===== config.mk =====
export PLATFORM = sky130hd
export DESIGN_NAME = cse_chop_seq
export DESIGN_NICKNAME = d
export VERILOG_FILES = /design/src/cse_chop_seq.v
export VERILOG_INCLUDE_DIRS = /design/src
export SDC_FILE = /design/constraint.sdc
export NUM_CORES = 1
export LEC_CHECK = 0
export BUFFER_PORTS_ARGS = -buffer_cell sky130_fd_sc_hd__buf_4
export CAP_MARGIN = 20
export CORE_MARGIN = 2
export CORE_UTILIZATION = 25
export DETAILED_ROUTE_END_ITERATION = 7
export PLACE_DENSITY = 0.5
export RECOVER_POWER = 100
export SLEW_MARGIN = 5
export SYNTH_ARGS = -nofsm -noshare
export SYNTH_HDL_FRONTEND = slang
export SYNTH_SLANG_ARGS = --single-unit
export TNS_END_PERCENT = 10

===== constraint.sdc =====
create_clock -name aclk -period 9.75 [get_ports aclk]
set_input_delay 0 -clock aclk [delete_from_list [all_inputs] [get_ports aclk]]
set_output_delay 0 -clock aclk [all_outputs]
set_load 0.005 [all_outputs]

===== src/cse_map.vh =====
// register map, field layout, reset values and timing counts of the chop sequencer
`ifndef CSE_MAP_VH
`define CSE_MAP_VH

// register indexes; byte address is four times the index
`define CSE_IDX_GAIN        6'h03
`define CSE_IDX_RATE        6'h04
`define CSE_IDX_EXC_ONE     6'h06
`define CSE_IDX_EXC_TWO     6'h07
`define CSE_IDX_STATUS      6'h10
`define CSE_IDX_RESULT      6'h11

// reset values
`define CSE_RST_GAIN        8'h00
`define CSE_RST_RATE        8'h0d
`define CSE_RST_EXC_ONE     8'h00
`define CSE_RST_EXC_TWO     8'hff

// field positions
`define CSE_DELAY_HI        7
`define CSE_DELAY_LO        5
`define CSE_RATE_HI         3
`define CSE_RATE_LO         0
`define CSE_CHOP_BIT        4
`define CSE_LOWLAT_BIT      5
`define CSE_SINGLE_BIT      6
`define CSE_MAG_HI          3
`define CSE_MAG_LO          0

// converter timing: counts are in modulator periods, referenced to a 4096 kHz converter clock
`define CSE_FCLK_KHZ        4096
`define CSE_MOD_DIV         16
`define CSE_DELAY_DEFAULT   20'd28

// one chopped half conversion, low-latency filter, rate codes 0..13
`define CSE_LL_0   20'd104065
`define CSE_LL_1   20'd52865
`define CSE_LL_2   20'd27265
`define CSE_LL_3   20'd15425
`define CSE_LL_4   20'd14465
`define CSE_LL_5   20'd5160
`define CSE_LL_6   20'd4329
`define CSE_LL_7   20'd2600
`define CSE_LL_8   20'd1320
`define CSE_LL_9   20'd680
`define CSE_LL_10  20'd360
`define CSE_LL_11  20'd296
`define CSE_LL_12  20'd168
`define CSE_LL_13  20'd104

// one chopped half conversion, three-stage sinc filter, rate codes 0..13
`define CSE_S3_0   20'd307265
`define CSE_S3_1   20'd153665
`define CSE_S3_2   20'd76865
`define CSE_S3_3   20'd46145
`define CSE_S3_4   20'd38465
`define CSE_S3_5   20'd15425
`define CSE_S3_6   20'd12857
`define CSE_S3_7   20'd7745
`define CSE_S3_8   20'd3905
`define CSE_S3_9   20'd1985
`define CSE_S3_10  20'd1025
`define CSE_S3_11  20'd808
`define CSE_S3_12  20'd424
`define CSE_S3_13  20'd232

`endif


===== src/cse_chop_seq.v =====
// global chop conversion sequencer and excitation current configuration, AXI4-Lite slave
`timescale 1ns/1ps
`include "cse_map.vh"

module cse_chop_seq (
    input  wire        aclk,
    input  wire        aresetn,
    input  wire [7:0]  s_axi_awaddr,
    input  wire        s_axi_awvalid,
    output wire        s_axi_awready,
    input  wire [31:0] s_axi_wdata,
    input  wire [3:0]  s_axi_wstrb,
    input  wire        s_axi_wvalid,
    output wire        s_axi_wready,
    output reg  [1:0]  s_axi_bresp,
    output reg         s_axi_bvalid,
    input  wire        s_axi_bready,
    input  wire [7:0]  s_axi_araddr,
    input  wire        s_axi_arvalid,
    output wire        s_axi_arready,
    output reg  [31:0] s_axi_rdata,
    output reg  [1:0]  s_axi_rresp,
    output reg         s_axi_rvalid,
    input  wire        s_axi_rready,
    input  wire        conv_clk_en,
    input  wire        start_pin,
    input  wire        start_cmd_fall7,
    input  wire        reference_enabled,
    input  wire [15:0] raw_data,
    output reg         input_swap,
    output reg         conv_busy,
    output reg         conv_end,
    output reg  [15:0] result_data,
    output reg         result_ready,
    output wire [3:0]  current_magnitude_field,
    output wire [3:0]  first_current_route_field,
    output wire [3:0]  second_current_route_field,
    output wire        excitation_on
);

    // ------------------------------------------------------------
    // state codes and functions
    // ------------------------------------------------------------
    localparam ST_IDLE = 1'b0;
    localparam ST_CONV = 1'b1;

    // length of one conversion in modulator periods, before the delay
    function [19:0] half_len;
        input       low_latency;
        input [3:0] code;
        begin
            case ({low_latency, code})
                5'h10: half_len = `CSE_LL_0;
                5'h11: half_len = `CSE_LL_1;
                5'h12: half_len = `CSE_LL_2;
                5'h13: half_len = `CSE_LL_3;
                5'h14: half_len = `CSE_LL_4;
                5'h15: half_len = `CSE_LL_5;
                5'h16: half_len = `CSE_LL_6;
                5'h17: half_len = `CSE_LL_7;
                5'h18: half_len = `CSE_LL_8;
                5'h19: half_len = `CSE_LL_9;
                5'h1a: half_len = `CSE_LL_10;
                5'h1b: half_len = `CSE_LL_11;
                5'h1c: half_len = `CSE_LL_12;
                5'h1d: half_len = `CSE_LL_13;
                5'h1e: half_len = `CSE_LL_13;
                5'h1f: half_len = `CSE_LL_13;
                5'h00: half_len = `CSE_S3_0;
                5'h01: half_len = `CSE_S3_1;
                5'h02: half_len = `CSE_S3_2;
                5'h03: half_len = `CSE_S3_3;
                5'h04: half_len = `CSE_S3_4;
                5'h05: half_len = `CSE_S3_5;
                5'h06: half_len = `CSE_S3_6;
                5'h07: half_len = `CSE_S3_7;
                5'h08: half_len = `CSE_S3_8;
                5'h09: half_len = `CSE_S3_9;
                5'h0a: half_len = `CSE_S3_10;
                5'h0b: half_len = `CSE_S3_11;
                5'h0c: half_len = `CSE_S3_12;
                default: half_len = `CSE_S3_13;
            endcase
        end
    endfunction

    // settling delay in modulator periods; code 0 is the default
    function [19:0] delay_len;
        input [2:0] code;
        begin
            case (code)
                3'h0: delay_len = `CSE_DELAY_DEFAULT;
                3'h1: delay_len = 20'd4;
                3'h2: delay_len = 20'd8;
                3'h3: delay_len = 20'd16;
                3'h4: delay_len = 20'd64;
                3'h5: delay_len = 20'd256;
                3'h6: delay_len = 20'd1024;
                default: delay_len = 20'd4096;
            endcase
        end
    endfunction

    // ------------------------------------------------------------
    // register file and AXI4-Lite slave
    // ------------------------------------------------------------
    reg [7:0]  gain_setting;
    reg [7:0]  data_rate;
    reg [7:0]  excitation_current_one;
    reg [7:0]  excitation_current_two;
    reg        aw_held;
    reg        w_held;
    reg [5:0]  aw_idx;
    reg [7:0]  w_byte;
    reg        w_lane0;
    reg        state;
    reg        half_valid;
    reg [15:0] half_data;
    reg [19:0] mod_cnt;
    reg [3:0]  div_cnt;
    reg        start_pin_q;

    wire       wr_fire = aw_held & w_held & ~s_axi_bvalid;
    wire       wr_map  = (aw_idx == `CSE_IDX_GAIN) | (aw_idx == `CSE_IDX_RATE) |
                         (aw_idx == `CSE_IDX_EXC_ONE) | (aw_idx == `CSE_IDX_EXC_TWO);
    wire       cfg_wr  = wr_fire & wr_map & w_lane0;
    wire [5:0] ar_idx  = s_axi_araddr[7:2];

    assign s_axi_awready = ~aw_held & ~s_axi_bvalid;
    assign s_axi_wready  = ~w_held & ~s_axi_bvalid;
    assign s_axi_arready = ~s_axi_rvalid;

    // write channels are latched independently, so address and data may come in either order
    always @(posedge aclk) begin
        if (!aresetn) begin
            aw_held      <= 1'b0;
            w_held       <= 1'b0;
            aw_idx       <= 6'h00;
            w_byte       <= 8'h00;
            w_lane0      <= 1'b0;
            s_axi_bvalid <= 1'b0;
            s_axi_bresp  <= 2'b00;
        end else begin
            if (s_axi_awvalid && s_axi_awready) begin
                aw_held <= 1'b1;
                aw_idx  <= s_axi_awaddr[7:2];
            end
            if (s_axi_wvalid && s_axi_wready) begin
                w_held  <= 1'b1;
                w_byte  <= s_axi_wdata[7:0];
                w_lane0 <= s_axi_wstrb[0];
            end
            if (wr_fire) begin
                aw_held      <= 1'b0;
                w_held       <= 1'b0;
                s_axi_bvalid <= 1'b1;
                s_axi_bresp  <= wr_map ? 2'b00 : 2'b10;
            end else if (s_axi_bready) begin
                s_axi_bvalid <= 1'b0;
            end
        end
    end

    // configuration registers; only byte lane 0 carries data
    always @(posedge aclk) begin
        if (!aresetn) begin
            gain_setting           <= `CSE_RST_GAIN;
            data_rate              <= `CSE_RST_RATE;
            excitation_current_one <= `CSE_RST_EXC_ONE;
            excitation_current_two <= `CSE_RST_EXC_TWO;
        end else if (cfg_wr) begin
            case (aw_idx)
                `CSE_IDX_GAIN:    gain_setting <= w_byte;
                `CSE_IDX_RATE:    data_rate <= w_byte;
                `CSE_IDX_EXC_ONE: excitation_current_one <= w_byte;
                default:          excitation_current_two <= w_byte;
            endcase
        end
    end

    // read path; unmapped words read zero with a slave error
    always @(posedge aclk) begin
        if (!aresetn) begin
            s_axi_rvalid <= 1'b0;
            s_axi_rdata  <= 32'h0000_0000;
            s_axi_rresp  <= 2'b00;
        end else if (s_axi_arvalid && s_axi_arready) begin
            s_axi_rvalid <= 1'b1;
            s_axi_rresp  <= 2'b00;
            case (ar_idx)
                `CSE_IDX_GAIN:    s_axi_rdata <= {24'h000000, gain_setting};
                `CSE_IDX_RATE:    s_axi_rdata <= {24'h000000, data_rate};
                `CSE_IDX_EXC_ONE: s_axi_rdata <= {24'h000000, excitation_current_one};
                `CSE_IDX_EXC_TWO: s_axi_rdata <= {24'h000000, excitation_current_two};
                `CSE_IDX_STATUS:  s_axi_rdata <= {29'h00000000, half_valid, input_swap, conv_busy};
                `CSE_IDX_RESULT:  s_axi_rdata <= {16'h0000, result_data};
                default: begin
                    s_axi_rdata <= 32'h0000_0000;
                    s_axi_rresp <= 2'b10;
                end
            endcase
        end else if (s_axi_rready) begin
            s_axi_rvalid <= 1'b0;
        end
    end

    // ------------------------------------------------------------
    // excitation current configuration
    // ------------------------------------------------------------
    // shared magnitude field
    assign current_magnitude_field    = excitation_current_one[`CSE_MAG_HI:`CSE_MAG_LO];
    // independent routes
    // no exclusion check: both sources may name the same pin
    assign first_current_route_field  = excitation_current_two[3:0];
    assign second_current_route_field = excitation_current_two[7:4];
    assign excitation_on = reference_enabled & (current_magnitude_field != 4'h0);

    // ------------------------------------------------------------
    // conversion timing
    // ------------------------------------------------------------
    wire        chop_on   = data_rate[`CSE_CHOP_BIT];
    wire        single    = data_rate[`CSE_SINGLE_BIT];
    wire        start_hit = (start_pin & ~start_pin_q) | start_cmd_fall7;
    wire        mod_tick  = conv_clk_en & (div_cnt == 4'hf);
    wire [19:0] conv_len  = half_len(data_rate[`CSE_LOWLAT_BIT], data_rate[`CSE_RATE_HI:`CSE_RATE_LO]) +
                            delay_len(gain_setting[`CSE_DELAY_HI:`CSE_DELAY_LO]);
    wire        conv_done = (state == ST_CONV) & mod_tick & (mod_cnt >= conv_len - 20'd1);
    wire [16:0] diff      = input_swap ? ({half_data[15], half_data} - {raw_data[15], raw_data})
                                       : ({raw_data[15], raw_data} - {half_data[15], half_data});

    // modulator period is sixteen converter clocks
    // following the converter clock enable keeps all timing proportional to its rate
    always @(posedge aclk) begin
        if (!aresetn) begin
            div_cnt     <= 4'h0;
            start_pin_q <= 1'b0;
        end else begin
            start_pin_q <= start_pin;
            if (conv_clk_en)
                div_cnt <= div_cnt + 4'h1;
        end
    end

    // ------------------------------------------------------------
    // chop sequencer
    // ------------------------------------------------------------
    // trigger, or config write during a conversion, restarts
    // restart discards a pending half so a stale opposite-polarity sample is never averaged
    always @(posedge aclk) begin
        if (!aresetn) begin
            state        <= ST_IDLE;
            mod_cnt      <= 20'h00000;
            input_swap   <= 1'b0;
            half_valid   <= 1'b0;
            half_data    <= 16'h0000;
            conv_busy    <= 1'b0;
            conv_end     <= 1'b0;
            result_ready <= 1'b0;
            result_data  <= 16'h0000;
        end else begin
            conv_end     <= 1'b0;
            result_ready <= 1'b0;
            if (start_hit || (cfg_wr && state == ST_CONV)) begin
                state      <= ST_CONV;
                conv_busy  <= 1'b1;
                mod_cnt    <= 20'h00000;
                input_swap <= 1'b0;
                half_valid <= 1'b0;
            end else if (cfg_wr) begin
                input_swap <= 1'b0;
                half_valid <= 1'b0;
            end else begin
                case (state)
                    ST_IDLE: begin
                        conv_busy <= 1'b0;
                    end
                    ST_CONV: begin
                        if (mod_tick)
                            mod_cnt <= mod_cnt + 20'h00001;
                        if (conv_done) begin
                            mod_cnt  <= 20'h00000;
                            conv_end <= 1'b1;
                            if (!chop_on) begin
                                result_data  <= raw_data;
                                result_ready <= 1'b1;
                                if (single) begin
                                    state     <= ST_IDLE;
                                    conv_busy <= 1'b0;
                                end
                            end else begin
                                half_data  <= raw_data;
                                half_valid <= 1'b1;
                                input_swap <= ~input_swap;
                                if (half_valid) begin
                                    result_data  <= diff[16:1];
                                    result_ready <= 1'b1;
                                    if (single) begin
                                        state      <= ST_IDLE;
                                        conv_busy  <= 1'b0;
                                        half_valid <= 1'b0;
                                        input_swap <= 1'b0;
                                    end
                                end
                            end
                        end
                    end
                    default: state <= ST_IDLE;
                endcase
            end
        end
    end

endmodule


==> flow_metrics.py <==
metrics = {
    "setup_path": {
        "r2r_start": "gain_setting[7]",
        "worst_setup_path_end_kind": "flip-flop",
        "critPathKind": "reg2reg",
        "path_max_fanout": 16,
        "critPathSlowestCell": "clkbuf_1",
        "arrival_ns": 6.55,
        "r2r-end": "half_data[14]",
        "crit_required_ns": 10.02,
        "worstSetupStartpointType": "flip-flop",
        "reg2reg_slack_ns": 3.47,
        "path_cells": "or2_2 -> ha_1 -> inv_1 -> ha_1 -> nor2b_1 -> o31a_1 -> o41ai_1 -> o21ai_0 -> o211ai_1 -> nand3_1 -> o311ai_0 -> ha_1 -> a21oi_1 -> o21ai_0 -> a2111oi_0 -> a31oi_1 -> nand4_1 -> clkbuf_1 -> mux2i_1 -> nor2_1",
        "crit_path_start": "gain_setting[7]",
        "cpMostUsedCell": "ha_1",
        "critPathMaxStageDelay_ns": 0.94,
        "reg2reg_depth": 20,
    },
    "power": {
        "ir_drop_v": 0.000113,
        "p_switching_mw": 0.402,
        "p_seq_frac": 0.431,
        "p_clk_frac": 0.472,
        "power_density_nw_per_um2": 125,
        "power.internal_mw": 1.05,
        "finalPower_mw": 1.45,
        "comb_power_share": 0.097,
        "p_leak_nw": 4.72,
        "switching_share": 0.278,
    },
    "synth": {
        "synth_area_leaders": "dfxtp_1 31%, ha_1 10%, mux2i_1 6.4%",
        "ys_types": 77,
        "synth_common_cells": "148 x dfxtp_1, 136 x nor2_1, 101 x nand2_1",
        "ys.flop_type": "dfxtp_1",
        "netlist_area_um2": 9540,
        "ys_warn_count": 0,
        "yosysTopAreaCell": "dfxtp_1",
        "syn_avg_cell_area_um2": 8.03,
        "ys_seq_area_frac": 0.311,
        "ys_ff_latch": 148,
        "synth-edff-count": 0,
        "synth_top_cell_area_share": 0.311,
        "synthArstFlopShare": 0,
        "synth_cells": 1188,
        "yosys.cell_count.top_type": "dfxtp_1",
    },
    "grt": {
        "track_usage": 0.142,
        "grt_first_pass_wirelength_um": 44200,
        "grt_max_degree": 48,
        "antenna_found_initial": 0,
        "overflow": 0,
        "grt_pass1_vias": 8196,
    },
    "placed_design": {
        "place_congestion": 0.844,
        "port_buffers": 103,
        "pre_cts_slack_ns": 3.67,
        "hpwl_um": 21000,
    },
    "cts": {
        "cts_max_level": 4,
        "clkTransAtPathRegs_ns": 0.07,
        "cts_setup_buffers": 0,
        "cts_tree": "built",
        "cts_buffer_depth": 2,
        "cts_buffers": 17,
        "cts_resized": 0,
        "root_buffer": "clkbuf_16",
        "cts.sinks": 148,
        "clock_latency_ns": 0.44,
    },
    "layout": {
        "area_delta_synth_final_pct": 21.1,
        "fill_cells": 4036,
        "n_antenna_cell": 0,
        "drive_gt1_frac": 0.113,
        "final_nets": 1453,
    },
    "timing": {
        "clock.fmax_mhz": 159,
        "period_needed_ns": 6.28,
        "maxSlewHeadroom": -0.591,
        "rsz0062_at_grt": "no",
        "setup_violations": 0,
        "min_period_over_period": 0.644,
        "maxSlewViolCount": 101,
        "tightest_slew_ns": 2.39,
        "timing.final.ws_setup_ns": 3.47,
        "hold_violations": 0,
        "fin_skew_ns": 0.0148,
        "final.setup.tns_ns": 0,
    },
    "routing": {
        "drtAntennaViolNets": 0,
        "drt-total-wl_um": 27800,
        "via_count": 8584,
        "first_iter_violations": 571,
        "post_drt_wl_per_cell_um": 15.3,
        "viasPerCell": 4.73,
        "drc_errors": 0,
        "drt_first_pass_iters": 7,
    },
    "floorplanning": {
        "initial_utilization": 0.254,
        "dieArea_um2": 39700,
        "num_io_pins": 153,
        "num_rows": 71,
        "die_w_um": 199,
        "core_um2": 37600,
        "fp.dieH_um": 199,
    },
    "worst_hold_path": {
        "hold_start": "s_axi_arvalid",
        "hold_end": "s_axi_rresp[1]",
        "hold_path_depth": 3,
        "holdCritPathClass": "in2reg",
    },
    "run_status": {
        "status": "complete, but fails checks",
        "violations": "max-capacitance violations, max-slew violations",
    },
    "flow_run": {
        "drv_cap": 4,
    },
}
[critical path: cells and delay by family (launching register included)]
family                     cells  cell delay (ns)
and+or+nand+nor                5             0.74
adders and majority gates      3             0.93
AOI/OAI and AO/OA              9             2.71
DFF                            1             0.39
muxes                          1             0.33
buffers and inverters          2             0.99
[worst max-delay path by stage]
stage                            endpoint
final                       half_data[14]
after global routing         half_data[1]
after CTS                 result_data[10]
after detailed placement  result_data[10]
after global placement    result_data[10]
after floorplan             half_data[12]
[power by group through the flow]
| stage | registers (mW) | clock network [mW] | logic [mW] |
|---|---|---|---|
| 5_1_grt | 0.625 | 0.732 | 0.156 |
| 2_1_floorplan | 0.634 | 0 | 0.0859 |
| 3_3_place_gp | 0.638 | 0 | 0.129 |
| 3_5_place_dp | 0.638 | 0 | 0.130 |
| 6_report | 0.624 | 0.684 | 0.140 |
| 4_1_cts | 0.624 | 0.704 | 0.143 |
[cells by family after synthesis]
family                   Yosys count  share of synthesized area
AO/OA/AOI/OAI                    274                      0.183
flip-flops                       148                      0.311
adder cells (fa/ha/maj)           82                      0.109
other                              1                   0.000393
multiplexers                      72                     0.0770
AND/OR/NAND/NOR                  398                      0.199
buffers and inverters            165                     0.0770
XOR/XNOR                          48                     0.0441
[cell usage in the layout, fill, tap and decap left out, types with 6 or more instances in the layout]
cell type / instances
mux2i_1: 61
or2_2: 6
nand4_1: 22
a211oi_1: 22
nor2b_1: 12
a22oi_1: 6
o22ai_1: 6
mux2_2: 11
and3_1: 8
or3_1: 8
a31oi_1: 12
dfxtp_1: 148
buf_4: 52
inv_1: 82
clkbuf_1: 18
clkbuf_4: 41
conb_1: 18
dlygate4sd3_1: 38
o21ai_0: 58
clkbuf_16: 17
o211ai_1: 10
xor2_1: 28
xnor2_1: 20
a21oi_1: 91
nand2_1: 102
nand2b_1: 17
and2_1: 6
nor2_1: 136
nor3_1: 15
ha_1: 80
nand3_1: 38
a22o_1: 9
a21o_1: 9
[stage by stage]
| stage | utilization | hold WS, ns | cell area, µm² | instances |
|---|---|---|---|---|
| 3_5_place_dp | 0.283 | 0.191 | 10600 | 1745 |
| 4_1_cts | 0.309 | 0.108 | 11600 | 1815 |
| 6_report | 0.307 | 0.0262 | 11500 | 1816 |
| 5_1_grt | 0.307 | 0.0525 | 11500 | 1816 |
| 3_3_place_gp | 0.283 | 0.191 | 10600 | 1745 |
| 2_1_floorplan | - | 0.0951 | 9600 | 1205 |
[what timing repair did]
item,4_1_cts,5_1_grt
hold buffers,38,0
endpoints found under the setup margin,0,0
endpoints found under the hold margin,56,0
[area by class of cell]
class / count / area, µm² / area share
Clock inverter: 14 / 160 / 0.0139
Clock buffer: 18 / 439 / 0.0380
Multi-Input combinational cell: 892 / 5880 / 0.510
Sequential cell: 148 / 2960 / 0.257
Inverter: 84 / 317 / 0.0274
Tap cell: 511 / 639 / 0.0554
Timing Repair Buffer: 149 / 1150 / 0.0992
[routing by layer]
metal / GRT usage / routed length, µm / vias up
li1: - / - / 4341
met1: 0.180 / 12600 / 4072
met2: 0.246 / 13700 / 154
met3: 0.0314 / 1230 / 17
met4: 0.0293 / 255 / 0
met5: 0 / 0 / -
Power figures use the tool's default switching activity.
